## config.mk

```make
export PLATFORM = sky130hd
export DESIGN_NAME = rfdc_top
export DESIGN_NICKNAME = d
export VERILOG_FILES = /design/src/verilog/rfdc_pkg.sv /design/src/verilog/rfdc_top.sv
export SDC_FILE = /design/constraint.sdc
export NUM_CORES = 2
export LEC_CHECK = 0
export ABC_AREA = 1
export BUFFER_PORTS_ARGS = -buffer_cell sky130_fd_sc_hd__clkbuf_2
export CELL_PAD_IN_SITES_DETAIL_PLACEMENT = 0
export CELL_PAD_IN_SITES_GLOBAL_PLACEMENT = 1
export CORE_AREA = 3 3 472 474
export DETAILED_ROUTE_END_ITERATION = 8
export DIE_AREA = 0 0 475 477
export GPL_TIMING_DRIVEN = 0
export PLACE_DENSITY = 0.75
export SLEW_MARGIN = 20
export SYNTH_ARGS = -nofsm -noshare
export SYNTH_HDL_FRONTEND = slang
export SYNTH_SLANG_ARGS = --single-unit
export TNS_END_PERCENT = 1
```

## constraint.sdc

```tcl
create_clock -name clk_sys -period 16.1 [get_ports clk_sys]
set_clock_uncertainty 0.15 [all_clocks]
set_input_delay 0.805 -clock clk_sys [delete_from_list [all_inputs] [get_ports clk_sys]]
set_output_delay 0.805 -clock clk_sys [all_outputs]
set_load 0.005 [all_outputs]
```

## src/verilog/rfdc_pkg.sv

```systemverilog
package rfdc_pkg;
   // ****************************************
   // Timing
   // ****************************************
   localparam int CLK_MHZ = 40;
   localparam int T_PRE_TYP_US = 20;
   localparam int T_PRE_TYP_CYC = T_PRE_TYP_US * CLK_MHZ;
   localparam int POWER_TRANSITION_TIME_US = 22;
   localparam int POWER_TRANSITION_TIME_CYC = POWER_TRANSITION_TIME_US * CLK_MHZ;
   localparam logic [15:0] POWER_TRANSITION_TIME_C = 16'(POWER_TRANSITION_TIME_CYC);
   localparam int SETTLE_CYC_DEF = 64;
   // ****************************************
   // Limits and reset values
   // ****************************************
   localparam int MAX_DEV_MHZ = 1000;
   localparam logic [9:0] MAX_DEV = 10'(MAX_DEV_MHZ);
   localparam logic [15:0] CNT_RST = 16'h0000;
   localparam logic [9:0] FREQ_RST = 10'h000;
   localparam logic [3:0] ZONE_RST = 4'h0;
   localparam logic [8:0] WIN_UNITY = 9'h100;
   localparam logic [8:0] HAMM_PED = 9'h014;
   localparam logic [8:0] HAMM_SLOPE = 9'h0ec;
   localparam int HPF_SHIFT = 4;
   localparam logic [2:0] DOP_LAST = 3'h4;
   // ****************************************
   // Types
   // ****************************************
   typedef enum logic [1:0] {RFDC_CH_UART, RFDC_CH_I2C, RFDC_CH_SPI, RFDC_CH_RSVD} rfdc_chan_t;
   typedef enum logic [1:0] {RFDC_FMT_DECIMATED_RAW, RFDC_FMT_RANGE, RFDC_FMT_DOPPLER, RFDC_FMT_CFAR} rfdc_fmt_t;
   typedef enum logic [1:0] {RFDC_DEC_1, RFDC_DEC_2, RFDC_DEC_4, RFDC_DEC_8} rfdc_dec_t;
   typedef enum logic [1:0] {RFDC_WIN_HANN, RFDC_WIN_HAMM, RFDC_WIN_BLACK, RFDC_WIN_RECT} rfdc_win_t;
   typedef enum logic [1:0] {RFDC_RSZ_64, RFDC_RSZ_128, RFDC_RSZ_256, RFDC_RSZ_BAD} rfdc_rsz_t;
   typedef enum logic [2:0] {FR_HALT, FR_PRE, FR_CHIRP, FR_IDLE} rfdc_frame_t;
endpackage

```

## src/verilog/rfdc_top.sv

```systemverilog
// ****************************************
// Sample buffer
// ****************************************
module rfdc_fifo #(
   parameter int W = 64,
   parameter int D = 16
) (
   input wire logic clk_sys,
   input wire logic reset,
   input wire logic in_valid,
   output logic in_ready,
   input wire logic [W-1:0] in_data,
   output logic out_valid,
   input wire logic out_ready,
   output logic [W-1:0] out_data
);
   localparam int AW = $clog2(D);
   generate
      if (D < 2 || (D & (D - 1)) != 0) begin : g_bad_depth
         $error("fifo depth must be a power of two");
      end
   endgenerate
   logic [W-1:0] mem [D];
   logic [AW-1:0] wr_ptr_ff, rd_ptr_ff;
   logic [AW:0] count_ff, nxt_count;
   logic ready_ff, valid_ff;
   logic push, pop;
   assign push = in_valid && ready_ff;
   assign pop = valid_ff && out_ready;
   assign in_ready = ready_ff;
   assign out_valid = valid_ff;
   assign out_data = mem[rd_ptr_ff];
   always_comb begin
      nxt_count = count_ff + (AW+1)'(push) - (AW+1)'(pop);
   end
   always_ff @(posedge clk_sys) begin
      if (push) begin
         mem[wr_ptr_ff] <= in_data;
      end
   end
   always_ff @(posedge clk_sys) begin
      if (reset) begin
         wr_ptr_ff <= '0;
         rd_ptr_ff <= '0;
         count_ff <= '0;
         ready_ff <= 1'b0;
         valid_ff <= 1'b0;
      end else begin
         wr_ptr_ff <= wr_ptr_ff + AW'(push);
         rd_ptr_ff <= rd_ptr_ff + AW'(pop);
         count_ff <= nxt_count;
         ready_ff <= nxt_count < (AW+1)'(D);
         valid_ff <= nxt_count != '0;
      end
   end
   a_fifo_bounds: assert property (@(posedge clk_sys) disable iff (reset)
      count_ff <= (AW+1)'(D) && (valid_ff == (count_ff != '0)))
      else $error("fifo count out of range");
endmodule

// ****************************************
// Frame and processing control
// ****************************************
module rfdc_top
   import rfdc_pkg::*;
#(
   parameter int SETTLE_CYC = SETTLE_CYC_DEF,
   parameter int FIFO_DEPTH = 16
) (
   input wire logic clk_sys,
   input wire logic reset,
   input wire logic strap_sel_hi_drv,
   input wire logic strap_sel_hi_lvl,
   input wire logic strap_sel_lo_drv,
   input wire logic strap_sel_lo_lvl,
   input wire logic strap_run_drv,
   input wire logic strap_run_lvl,
   input wire logic cfg_access,
   input wire logic [15:0] t_pre_cyc,
   input wire logic [15:0] chirp_len_cyc,
   input wire logic [7:0] chirp_num,
   input wire logic [15:0] frame_idle_interval,
   input wire logic pwr_gate_off,
   input wire logic cw_mode,
   input wire logic [9:0] chirp_dev_mhz,
   input wire logic [9:0] chirp_step,
   input wire logic cascade_master,
   input wire logic sync_in,
   input wire rfdc_fmt_t out_fmt,
   input wire rfdc_dec_t dec_rate,
   input wire rfdc_win_t win_kind,
   input wire rfdc_rsz_t range_size,
   input wire logic doppler_en,
   input wire logic [2:0] doppler_arr,
   input wire logic cfar_report_en,
   input wire logic [8:0] samples_per_chirp,
   input wire logic [8:0] zp_start,
   input wire logic [8:0] zp_end,
   input wire logic zone_en,
   input wire logic [15:0] zone_thresh,
   input wire logic adc_valid,
   input wire logic [15:0] adc_i1,
   input wire logic [15:0] adc_q1,
   input wire logic [15:0] adc_i2,
   input wire logic [15:0] adc_q2,
   input wire logic [9:0] temp_adc,
   input wire logic [9:0] pdet_adc,
   output logic sample_ready,
   output logic data_valid,
   input wire logic data_ready,
   output logic [63:0] data_out,
   output logic straps_done_ff,
   output logic standby_ff,
   output rfdc_chan_t chan_sel_ff,
   output logic cfar_to_data_chan_ff,
   output logic cfg_error_ff,
   output logic wavegen_init_ff,
   output logic chirp_active_ff,
   output logic [9:0] chirp_freq_ff,
   output logic rf_power_on_ff,
   output logic sync_out_ff,
   output logic lo_share_output_ff,
   output logic zone_out_nearest_ff,
   output logic zone_out_second_ff,
   output logic zone_out_third_ff,
   output logic zone_out_farthest_ff,
   output logic [9:0] temp_reading_ff,
   output logic [9:0] pdet_reading_ff
);
   generate
      if (SETTLE_CYC < 1 || SETTLE_CYC > 65535) begin : g_bad_settle
         $error("settle count out of range");
      end
   endgenerate

   function automatic logic [3:0] rsz_log2(input rfdc_rsz_t s);
      case (s)
         RFDC_RSZ_64: rsz_log2 = 4'h6;
         RFDC_RSZ_128: rsz_log2 = 4'h7;
         default: rsz_log2 = 4'h8;
      endcase
   endfunction

   function automatic logic [15:0] hpf(input logic [15:0] x, input logic [15:0] xp, input logic [15:0] yp);
      hpf = x - xp + yp - 16'($signed(yp) >>> HPF_SHIFT);
   endfunction

   function automatic logic [8:0] wcoef(input rfdc_win_t k, input logic [8:0] idx, input logic [3:0] lg);
      logic [8:0] n;
      logic [17:0] p;
      logic [8:0] pq;
      logic [17:0] t;
      n = 9'h001 << lg;
      p = 18'(idx) * 18'(n - idx);
      pq = 9'(p >> (2 * lg - 10));
      case (k)
         RFDC_WIN_HANN: wcoef = pq;
         RFDC_WIN_HAMM: begin
            t = 18'(pq) * 18'(HAMM_SLOPE);
            wcoef = HAMM_PED + 9'(t >> 8);
         end
         RFDC_WIN_BLACK: begin
            t = 18'(pq) * 18'(pq);
            wcoef = 9'(t >> 8);
         end
         default: wcoef = WIN_UNITY;
      endcase
   endfunction

   function automatic logic [15:0] wmul(input logic [15:0] x, input logic [8:0] c);
      logic signed [25:0] m;
      m = $signed({{10{x[15]}}, x}) * $signed({17'h00000, c});
      wmul = 16'(m >>> 8);
   endfunction

   // ****************************************
   // Straps and standby
   // ****************************************
   logic [2:0] strap_s1_ff, strap_s2_ff;
   logic [15:0] settle_cnt_ff;
   // Run strap floats low so a bare board stays in standby
   always_ff @(posedge clk_sys) begin
      if (reset) begin
         strap_s1_ff <= 3'h0;
         strap_s2_ff <= 3'h0;
      end else begin
         strap_s1_ff <= {strap_sel_hi_drv ? strap_sel_hi_lvl : 1'b1,
                         strap_sel_lo_drv ? strap_sel_lo_lvl : 1'b1,
                         strap_run_drv && strap_run_lvl};
         strap_s2_ff <= strap_s1_ff;
      end
   end

   always_ff @(posedge clk_sys) begin
      if (reset) begin
         settle_cnt_ff <= CNT_RST;
         straps_done_ff <= 1'b0;
         chan_sel_ff <= RFDC_CH_UART;
         standby_ff <= 1'b1;
      end else if (!straps_done_ff) begin
         settle_cnt_ff <= settle_cnt_ff + 16'h0001;
         if (settle_cnt_ff == 16'(SETTLE_CYC - 1)) begin
            straps_done_ff <= 1'b1;
            chan_sel_ff <= rfdc_chan_t'(strap_s2_ff[2:1]);
            standby_ff <= !strap_s2_ff[0] && !cfg_access;
         end
      end else if (cfg_access) begin
         standby_ff <= 1'b0;
      end
   end

   a_strap_hold: assert property (@(posedge clk_sys) disable iff (reset)
      straps_done_ff |=> straps_done_ff && $stable(chan_sel_ff))
      else $error("latched strap state changed");
   a_standby_exit: assert property (@(posedge clk_sys) disable iff (reset)
      straps_done_ff && cfg_access |=> !standby_ff)
      else $error("standby not left on config access");
   a_chan_decode: assert property (@(posedge clk_sys) disable iff (reset)
      $rose(straps_done_ff) |-> chan_sel_ff == rfdc_chan_t'($past(strap_s2_ff[2:1])))
      else $error("channel select not decoded from straps");

   // ****************************************
   // Frame sequencer
   // ****************************************
   rfdc_frame_t state_ff, nxt_state;
   logic [15:0] cnt_ff;
   logic [7:0] chirp_idx_ff;
   logic sync_s1_ff, sync_s2_ff, sync_s3_ff;
   logic go, pre_end, chirp_end, idle_end, gate_ok;
   logic [15:0] t_pre_m1, clen_m1, idle_m1;
   assign t_pre_m1 = (t_pre_cyc == CNT_RST) ? CNT_RST : t_pre_cyc - 16'h0001;
   assign clen_m1 = (chirp_len_cyc == CNT_RST) ? CNT_RST : chirp_len_cyc - 16'h0001;
   assign idle_m1 = (frame_idle_interval == CNT_RST) ? CNT_RST : frame_idle_interval - 16'h0001;
   // Slaves follow the master's frame start pulse
   assign go = straps_done_ff && !standby_ff && (cascade_master || (sync_s2_ff && !sync_s3_ff));
   assign pre_end = state_ff == FR_PRE && cnt_ff == t_pre_m1;
   assign chirp_end = state_ff == FR_CHIRP && !cw_mode && cnt_ff == clen_m1;
   assign idle_end = state_ff == FR_IDLE && cnt_ff == idle_m1;
   // Strictly longer than two transitions, so the off window is never empty
   assign gate_ok = !pwr_gate_off && {1'b0, frame_idle_interval} > {POWER_TRANSITION_TIME_C, 1'b0};

   always_ff @(posedge clk_sys) begin
      if (reset) begin
         sync_s1_ff <= 1'b0;
         sync_s2_ff <= 1'b0;
         sync_s3_ff <= 1'b0;
      end else begin
         sync_s1_ff <= sync_in;
         sync_s2_ff <= sync_s1_ff;
         sync_s3_ff <= sync_s2_ff;
      end
   end

   always_comb begin
      nxt_state = state_ff;
      case (state_ff)
         FR_HALT: if (go) nxt_state = FR_PRE;
         FR_PRE: if (pre_end) nxt_state = FR_CHIRP;
         FR_CHIRP: if (chirp_end && chirp_idx_ff == chirp_num - 8'h01) nxt_state = FR_IDLE;
         FR_IDLE: if (idle_end) nxt_state = FR_HALT;
         default: nxt_state = FR_HALT;
      endcase
      if (standby_ff) begin
         nxt_state = FR_HALT;
      end
   end

   always_ff @(posedge clk_sys) begin
      if (reset) begin
         state_ff <= FR_HALT;
         cnt_ff <= CNT_RST;
         chirp_idx_ff <= 8'h00;
      end else begin
         state_ff <= nxt_state;
         if (nxt_state != state_ff || chirp_end) begin
            cnt_ff <= CNT_RST;
         end else begin
            cnt_ff <= cnt_ff + 16'h0001;
         end
         if (state_ff != FR_CHIRP) begin
            chirp_idx_ff <= 8'h00;
         end else if (chirp_end) begin
            chirp_idx_ff <= chirp_idx_ff + 8'h01;
         end
      end
   end

   always_ff @(posedge clk_sys) begin
      if (reset) begin
         wavegen_init_ff <= 1'b0;
         chirp_active_ff <= 1'b0;
         sync_out_ff <= 1'b0;
         lo_share_output_ff <= 1'b0;
      end else begin
         wavegen_init_ff <= nxt_state == FR_PRE;
         chirp_active_ff <= nxt_state == FR_CHIRP;
         sync_out_ff <= cascade_master && state_ff == FR_HALT && nxt_state == FR_PRE;
         lo_share_output_ff <= cascade_master && straps_done_ff;
      end
   end

   // Deviation clamps at the top; CW holds the carrier
   logic [9:0] dev_lim;
   assign dev_lim = (chirp_dev_mhz > MAX_DEV) ? MAX_DEV : chirp_dev_mhz;
   always_ff @(posedge clk_sys) begin
      if (reset) begin
         chirp_freq_ff <= FREQ_RST;
      end else if (state_ff != FR_CHIRP || cw_mode || chirp_end) begin
         chirp_freq_ff <= FREQ_RST;
      end else if ({1'b0, chirp_freq_ff} + {1'b0, chirp_step} >= {1'b0, dev_lim}) begin
         chirp_freq_ff <= dev_lim;
      end else begin
         chirp_freq_ff <= chirp_freq_ff + chirp_step;
      end
   end

   // Off window leaves a full transition at both ends of idle
   always_ff @(posedge clk_sys) begin
      if (reset) begin
         rf_power_on_ff <= 1'b0;
      end else if (state_ff == FR_IDLE && gate_ok) begin
         rf_power_on_ff <= !(cnt_ff >= POWER_TRANSITION_TIME_C && cnt_ff < frame_idle_interval - POWER_TRANSITION_TIME_C);
      end else begin
         rf_power_on_ff <= !standby_ff;
      end
   end

   a_pre_to_chirp: assert property (@(posedge clk_sys) disable iff (reset)
      state_ff == FR_PRE && !standby_ff |=>
         chirp_active_ff == $past(pre_end) && wavegen_init_ff == !$past(pre_end))
      else $error("preparation interval length wrong");
   a_no_chirp_in_pre: assert property (@(posedge clk_sys) disable iff (reset)
      state_ff == FR_HALT |=> state_ff != FR_CHIRP)
      else $error("chirp without preparation");
   a_power_gate: assert property (@(posedge clk_sys) disable iff (reset)
      state_ff == FR_IDLE && gate_ok && cnt_ff == POWER_TRANSITION_TIME_C |=> !rf_power_on_ff)
      else $error("RF not powered down in idle");
   a_power_back: assert property (@(posedge clk_sys) disable iff (reset)
      state_ff == FR_PRE && !standby_ff |-> rf_power_on_ff)
      else $error("RF off during preparation");

   // ****************************************
   // Sample processing
   // ****************************************
   logic [2:0] dec_cnt_ff, dec_mask;
   logic [8:0] s_idx_ff;
   logic [15:0] xp_ff [4], yp_ff [4];
   logic [15:0] lane_in [4], lane_hp [4], lane_out [4];
   logic [3:0] zhit_ff;
   logic raw_path, keep, in_zone2, take, fifo_in_ready;
   logic [8:0] wc;
   logic [3:0] lg;
   logic [1:0] zone_of;
   assign raw_path = out_fmt == RFDC_FMT_DECIMATED_RAW;
   assign dec_mask = (3'h1 << dec_rate) - 3'h1;
   assign keep = adc_valid && chirp_active_ff && (dec_cnt_ff & dec_mask) == 3'h0;
   assign in_zone2 = s_idx_ff >= zp_start && s_idx_ff < zp_end;
   assign take = keep && fifo_in_ready && s_idx_ff < samples_per_chirp;
   assign lg = rsz_log2(range_size);
   assign wc = wcoef(win_kind, s_idx_ff, lg);
   assign zone_of = 2'(s_idx_ff >> (lg - 4'h2));
   assign lane_in[0] = adc_i1;
   assign lane_in[1] = adc_q1;
   assign lane_in[2] = adc_i2;
   assign lane_in[3] = adc_q2;

   always_comb begin
      for (int k = 0; k < 4; k++) begin
         lane_hp[k] = hpf(lane_in[k], xp_ff[k], yp_ff[k]);
         if (raw_path) begin
            lane_out[k] = lane_in[k];
         end else if (!in_zone2) begin
            lane_out[k] = 16'h0000;
         end else begin
            lane_out[k] = wmul(lane_hp[k], wc);
         end
      end
   end

   always_ff @(posedge clk_sys) begin
      if (reset || !chirp_active_ff) begin
         dec_cnt_ff <= 3'h0;
         s_idx_ff <= 9'h000;
         for (int k = 0; k < 4; k++) begin
            xp_ff[k] <= 16'h0000;
            yp_ff[k] <= 16'h0000;
         end
      end else if (adc_valid && (!keep || take)) begin
         dec_cnt_ff <= dec_cnt_ff + 3'h1;
         if (take) begin
            s_idx_ff <= s_idx_ff + 9'h001;
            for (int k = 0; k < 4; k++) begin
               xp_ff[k] <= lane_in[k];
               yp_ff[k] <= lane_hp[k];
            end
         end
      end
   end

   // Zones refresh once per chirp so outputs do not flicker
   always_ff @(posedge clk_sys) begin
      if (reset || !zone_en) begin
         zhit_ff <= ZONE_RST;
         {zone_out_farthest_ff, zone_out_third_ff, zone_out_second_ff, zone_out_nearest_ff} <= ZONE_RST;
      end else if (chirp_end) begin
         {zone_out_farthest_ff, zone_out_third_ff, zone_out_second_ff, zone_out_nearest_ff} <= zhit_ff;
         zhit_ff <= ZONE_RST;
      end else if (take && !raw_path && in_zone2 &&
                   ($signed(lane_out[0]) > $signed(zone_thresh) || -$signed(lane_out[0]) > $signed(zone_thresh))) begin
         zhit_ff[zone_of] <= 1'b1;
      end
   end

   always_ff @(posedge clk_sys) begin
      if (reset) begin
         cfg_error_ff <= 1'b0;
         cfar_to_data_chan_ff <= 1'b0;
         temp_reading_ff <= 10'h000;
         pdet_reading_ff <= 10'h000;
      end else begin
         cfg_error_ff <= range_size == RFDC_RSZ_BAD || (doppler_en && doppler_arr > DOP_LAST);
         cfar_to_data_chan_ff <= cfar_report_en && doppler_en && out_fmt == RFDC_FMT_CFAR &&
                                 chan_sel_ff != RFDC_CH_I2C;
         temp_reading_ff <= temp_adc;
         pdet_reading_ff <= pdet_adc;
      end
   end

   a_zero_pad: assert property (@(posedge clk_sys) disable iff (reset)
      take && !raw_path && !in_zone2 |-> lane_out[0] == 16'h0000 && lane_out[3] == 16'h0000)
      else $error("outer zone sample not zeroed");
   a_zone_disabled: assert property (@(posedge clk_sys) disable iff (reset)
      !zone_en |=> !zone_out_nearest_ff && !zone_out_farthest_ff)
      else $error("zone output high while disabled");
   a_decim_rate: assert property (@(posedge clk_sys) disable iff (reset)
      take |-> (dec_cnt_ff & dec_mask) == 3'h0)
      else $error("sample taken off decimation phase");

   rfdc_fifo #(.W(64), .D(FIFO_DEPTH)) u_fifo (
      .clk_sys(clk_sys),
      .reset(reset),
      .in_valid(take),
      .in_ready(fifo_in_ready),
      .in_data({lane_out[3], lane_out[2], lane_out[1], lane_out[0]}),
      .out_valid(data_valid),
      .out_ready(data_ready),
      .out_data(data_out)
   );
   assign sample_ready = fifo_in_ready;
endmodule

```

==> flow_summary.ini <==
[grt]
overflow = 0
grt_max_degree = 44
grt_pass1_vias = 65920
grt_first_pass_wirelength_um = 418100
grt_usage = 0.2462
antenna_found_initial = 15

[cells_and_area]
utilization = 0.4659
final_area_sq_um = 102200
syn_to_final_growth_pct = 16.81
final_nets = 10850
instances_no_fill = 12420
drive_above_1_share = 0.1308

[timing]
setup_ws_ns = -0.2410
fin_crit_sh = 1.015
final-max-slew-violation-count = 0
hold_violations = 0
rsz0062_at_grt = true
finalCriticalPeriod_ns = 16.34
fmax_mhz = 61.20
maxSlewHeadroom = 0.1505
worstMarginPinSlew_ns = 1.274
setup_viol = 4

[synth]
yosys.area_share.simple = 0.1102
synth_top_area_frac = 0.3955
synth_top_family_by_area = adder cells
synth_flop_cell = edfxtp_1
synth_fa_ha_area_frac = 0.2273
async_flop_share = 0
synth_common_cells = inv_1, edfxtp_1, nand2_1
muxShareOfSynthArea = 0.02941
synth_compound_area_frac = 0.09564
synth_edf_count = 1152
yosysSeqAreaShare = 0.4248
synth_xor_area_frac = 0.02451
yosysMostFrequentCell = inv_1
synth.distinct_cells = 74
synth_area_per_cell_sq_um = 10.03
synth_area_leader_cell = edfxtp_1
ys_warn_count = 0
syn_area_sq_um = 87460
syn_inst = 8719
synth_seq_cells = 1280
synth_area_leaders = edfxtp_1, fa_1, inv_1

[cts]
clk_latency_ns = 0.80
cts_tree = built
numCtsBuffers = 134
cts-htree-levels = 4
clock-sinks = 1280
cts_root_buffer = clkbuf_16
path_clk_slew_ns = 0.06
cts_buffer_depth = 3

[setup_path]
critPathKind = flip-flop to flip-flop
cpMaxStageDelayCell = fa_1
r2r_end = zhit_ff[0]
cpMostUsedCell = fa_1
crit-reg2reg-launch = s_idx_ff[0]
r2r_slack_ns = -0.24
required_ns = 16.62
critPathMaxFanout = 5
r2r_cells = 85
critPathLaunchType = flip-flop
critPathBufInv = 20
critPathCaptureType = flip-flop
cp.arrival_ns = 16.86
worst_path_dominant_cell_family = adder cells
slowest_delay_ns = 0.56

[placement]
dp_hpwl_um = 214100
post-place-ws_ns = -4.176
port_buffers = 339
place.gp.congestion = 0.9001
placed_cells = 12020
place_area_sq_um = 95000

[die]
num_rows = 172
pin_count = 343
die_w_um = 475
coreArea_sq_um = 219300
start_util = 0.3988
die_area_sq_um = 226600
die_y_um = 477

[run]
cap_violations = 0

[routing]
avgViaCountPerCell = 5.267
drt_pass1_iterations = 7
vias = 65430
drt_iter0_markers = 5335
drc = 0
wire_per_inst_um = 22.66
antenna_left = 0
finalWirelength_um = 281500

[min_path]
min_path_cells = 3
hold_path_end = sync_s1_ff
hp-class = primary input to flip-flop
worstHoldStart = sync_in

[run_status]
status = complete, but fails checks
violations = negative setup slack
==> worst min-delay path, delay by kind of cell <==
kind	cells	cell delay [ns]
buffers and inverters	2	0.12
and+or+nand+nor	1	0.03
==> metal layers <==
metal,vias to the layer above,track usage,share of wire
met2,2222,0.4128,0.48
met5,-,0,0.00018
li1,30130,-,-
met4,8,0.09827,0.047
met1,32630,0.3215,0.41
met3,439,0.03349,0.067
==> repair_timing <==
action                     4_1_cts  5_1_grt
cloned                           9        1
pin swaps                       98       85
setup endpoints to repair     1028      675
hold endpoints to repair         6        0
setup buffers                  102       42
gates resized for setup        298      165
hold buffers                     6        0
==> kinds of logic after synthesis <==
logic type | Yosys count
adder cells (fa/ha/maj) | 1178
flip-flops | 1280
multiplexers | 257
AO/OA/AOI/OAI | 1457
XOR/XNOR | 243
buffers and inverters | 2032
AND/OR/NAND/NOR | 2271
other | 1
==> through the flow <==
stage,TNS (ns),hold WS (ns)
CTS,-1.196,0.001712
global route,-77.64,0.03330
floorplan,0,0.2383
detailed placement,-1690.76,0.2461
finish,-0.8906,0.06554
global placement,-2143.93,0.2437
==> placed cells by master, fill, tap and decap left out, types with 257 or more instances in the layout <==
master and n:
o21ai_0 445, mux2i_1 257, ha_1 472, inv_1 1668
clkbuf_2 357, edfxtp_1 1152, nand2_1 941, o211ai_1 269
a21oi_1 519, fa_1 676, nor2_1 742
==> worst max-delay path by stage <==
stage / start / end / slack (ns) / depth (start not counted)
global placement: s_idx_ff[5] / zhit_ff[2] / -4.05 / 76
detailed placement: s_idx_ff[1] / zhit_ff[2] / -4.18 / 80
finish: s_idx_ff[0] / zhit_ff[0] / -0.24 / 85
CTS: s_idx_ff[1] / zhit_ff[2] / -0.32 / 88
floorplan: range_size[1] / zhit_ff[0] / 0.002 / 86
global route: s_idx_ff[1] / zhit_ff[0] / -1.02 / 91
==> sequential cells by signal, summed over array words and instances, names as in the netlist, 4 cells and up <==
signal            cells
u_fifo.wr_ptr_ff      4
u_fifo.count_ff       5
u_fifo.rd_ptr_ff      4
temp_reading_ff      10
chirp_idx_ff          8
u_fifo.mem         1024
xp_ff                64
pdet_reading_ff      10
cnt_ff               16
yp_ff                64
s_idx_ff              9
zhit_ff               4
settle_cnt_ff        16
chirp_freq_ff        10
==> final cells by class <==
cell class | instances | area, sq um
fillers | 20220 | 117100
plain buffers | 294 | 1378
clock buffers | 164 | 3528
diodes | 11 | 27.53
flip-flops and latches | 1280 | 37170
repair buffers | 576 | 4659
multi-input cells | 5419 | 44530
well taps | 2871 | 3592
clock inverters | 74 | 693.2
inverters | 1732 | 6581
repair inverters | 1 | 7.507
Power is not shown: default switching activity piles up to over one toggle a cycle in this logic, so the estimate is an artifact.
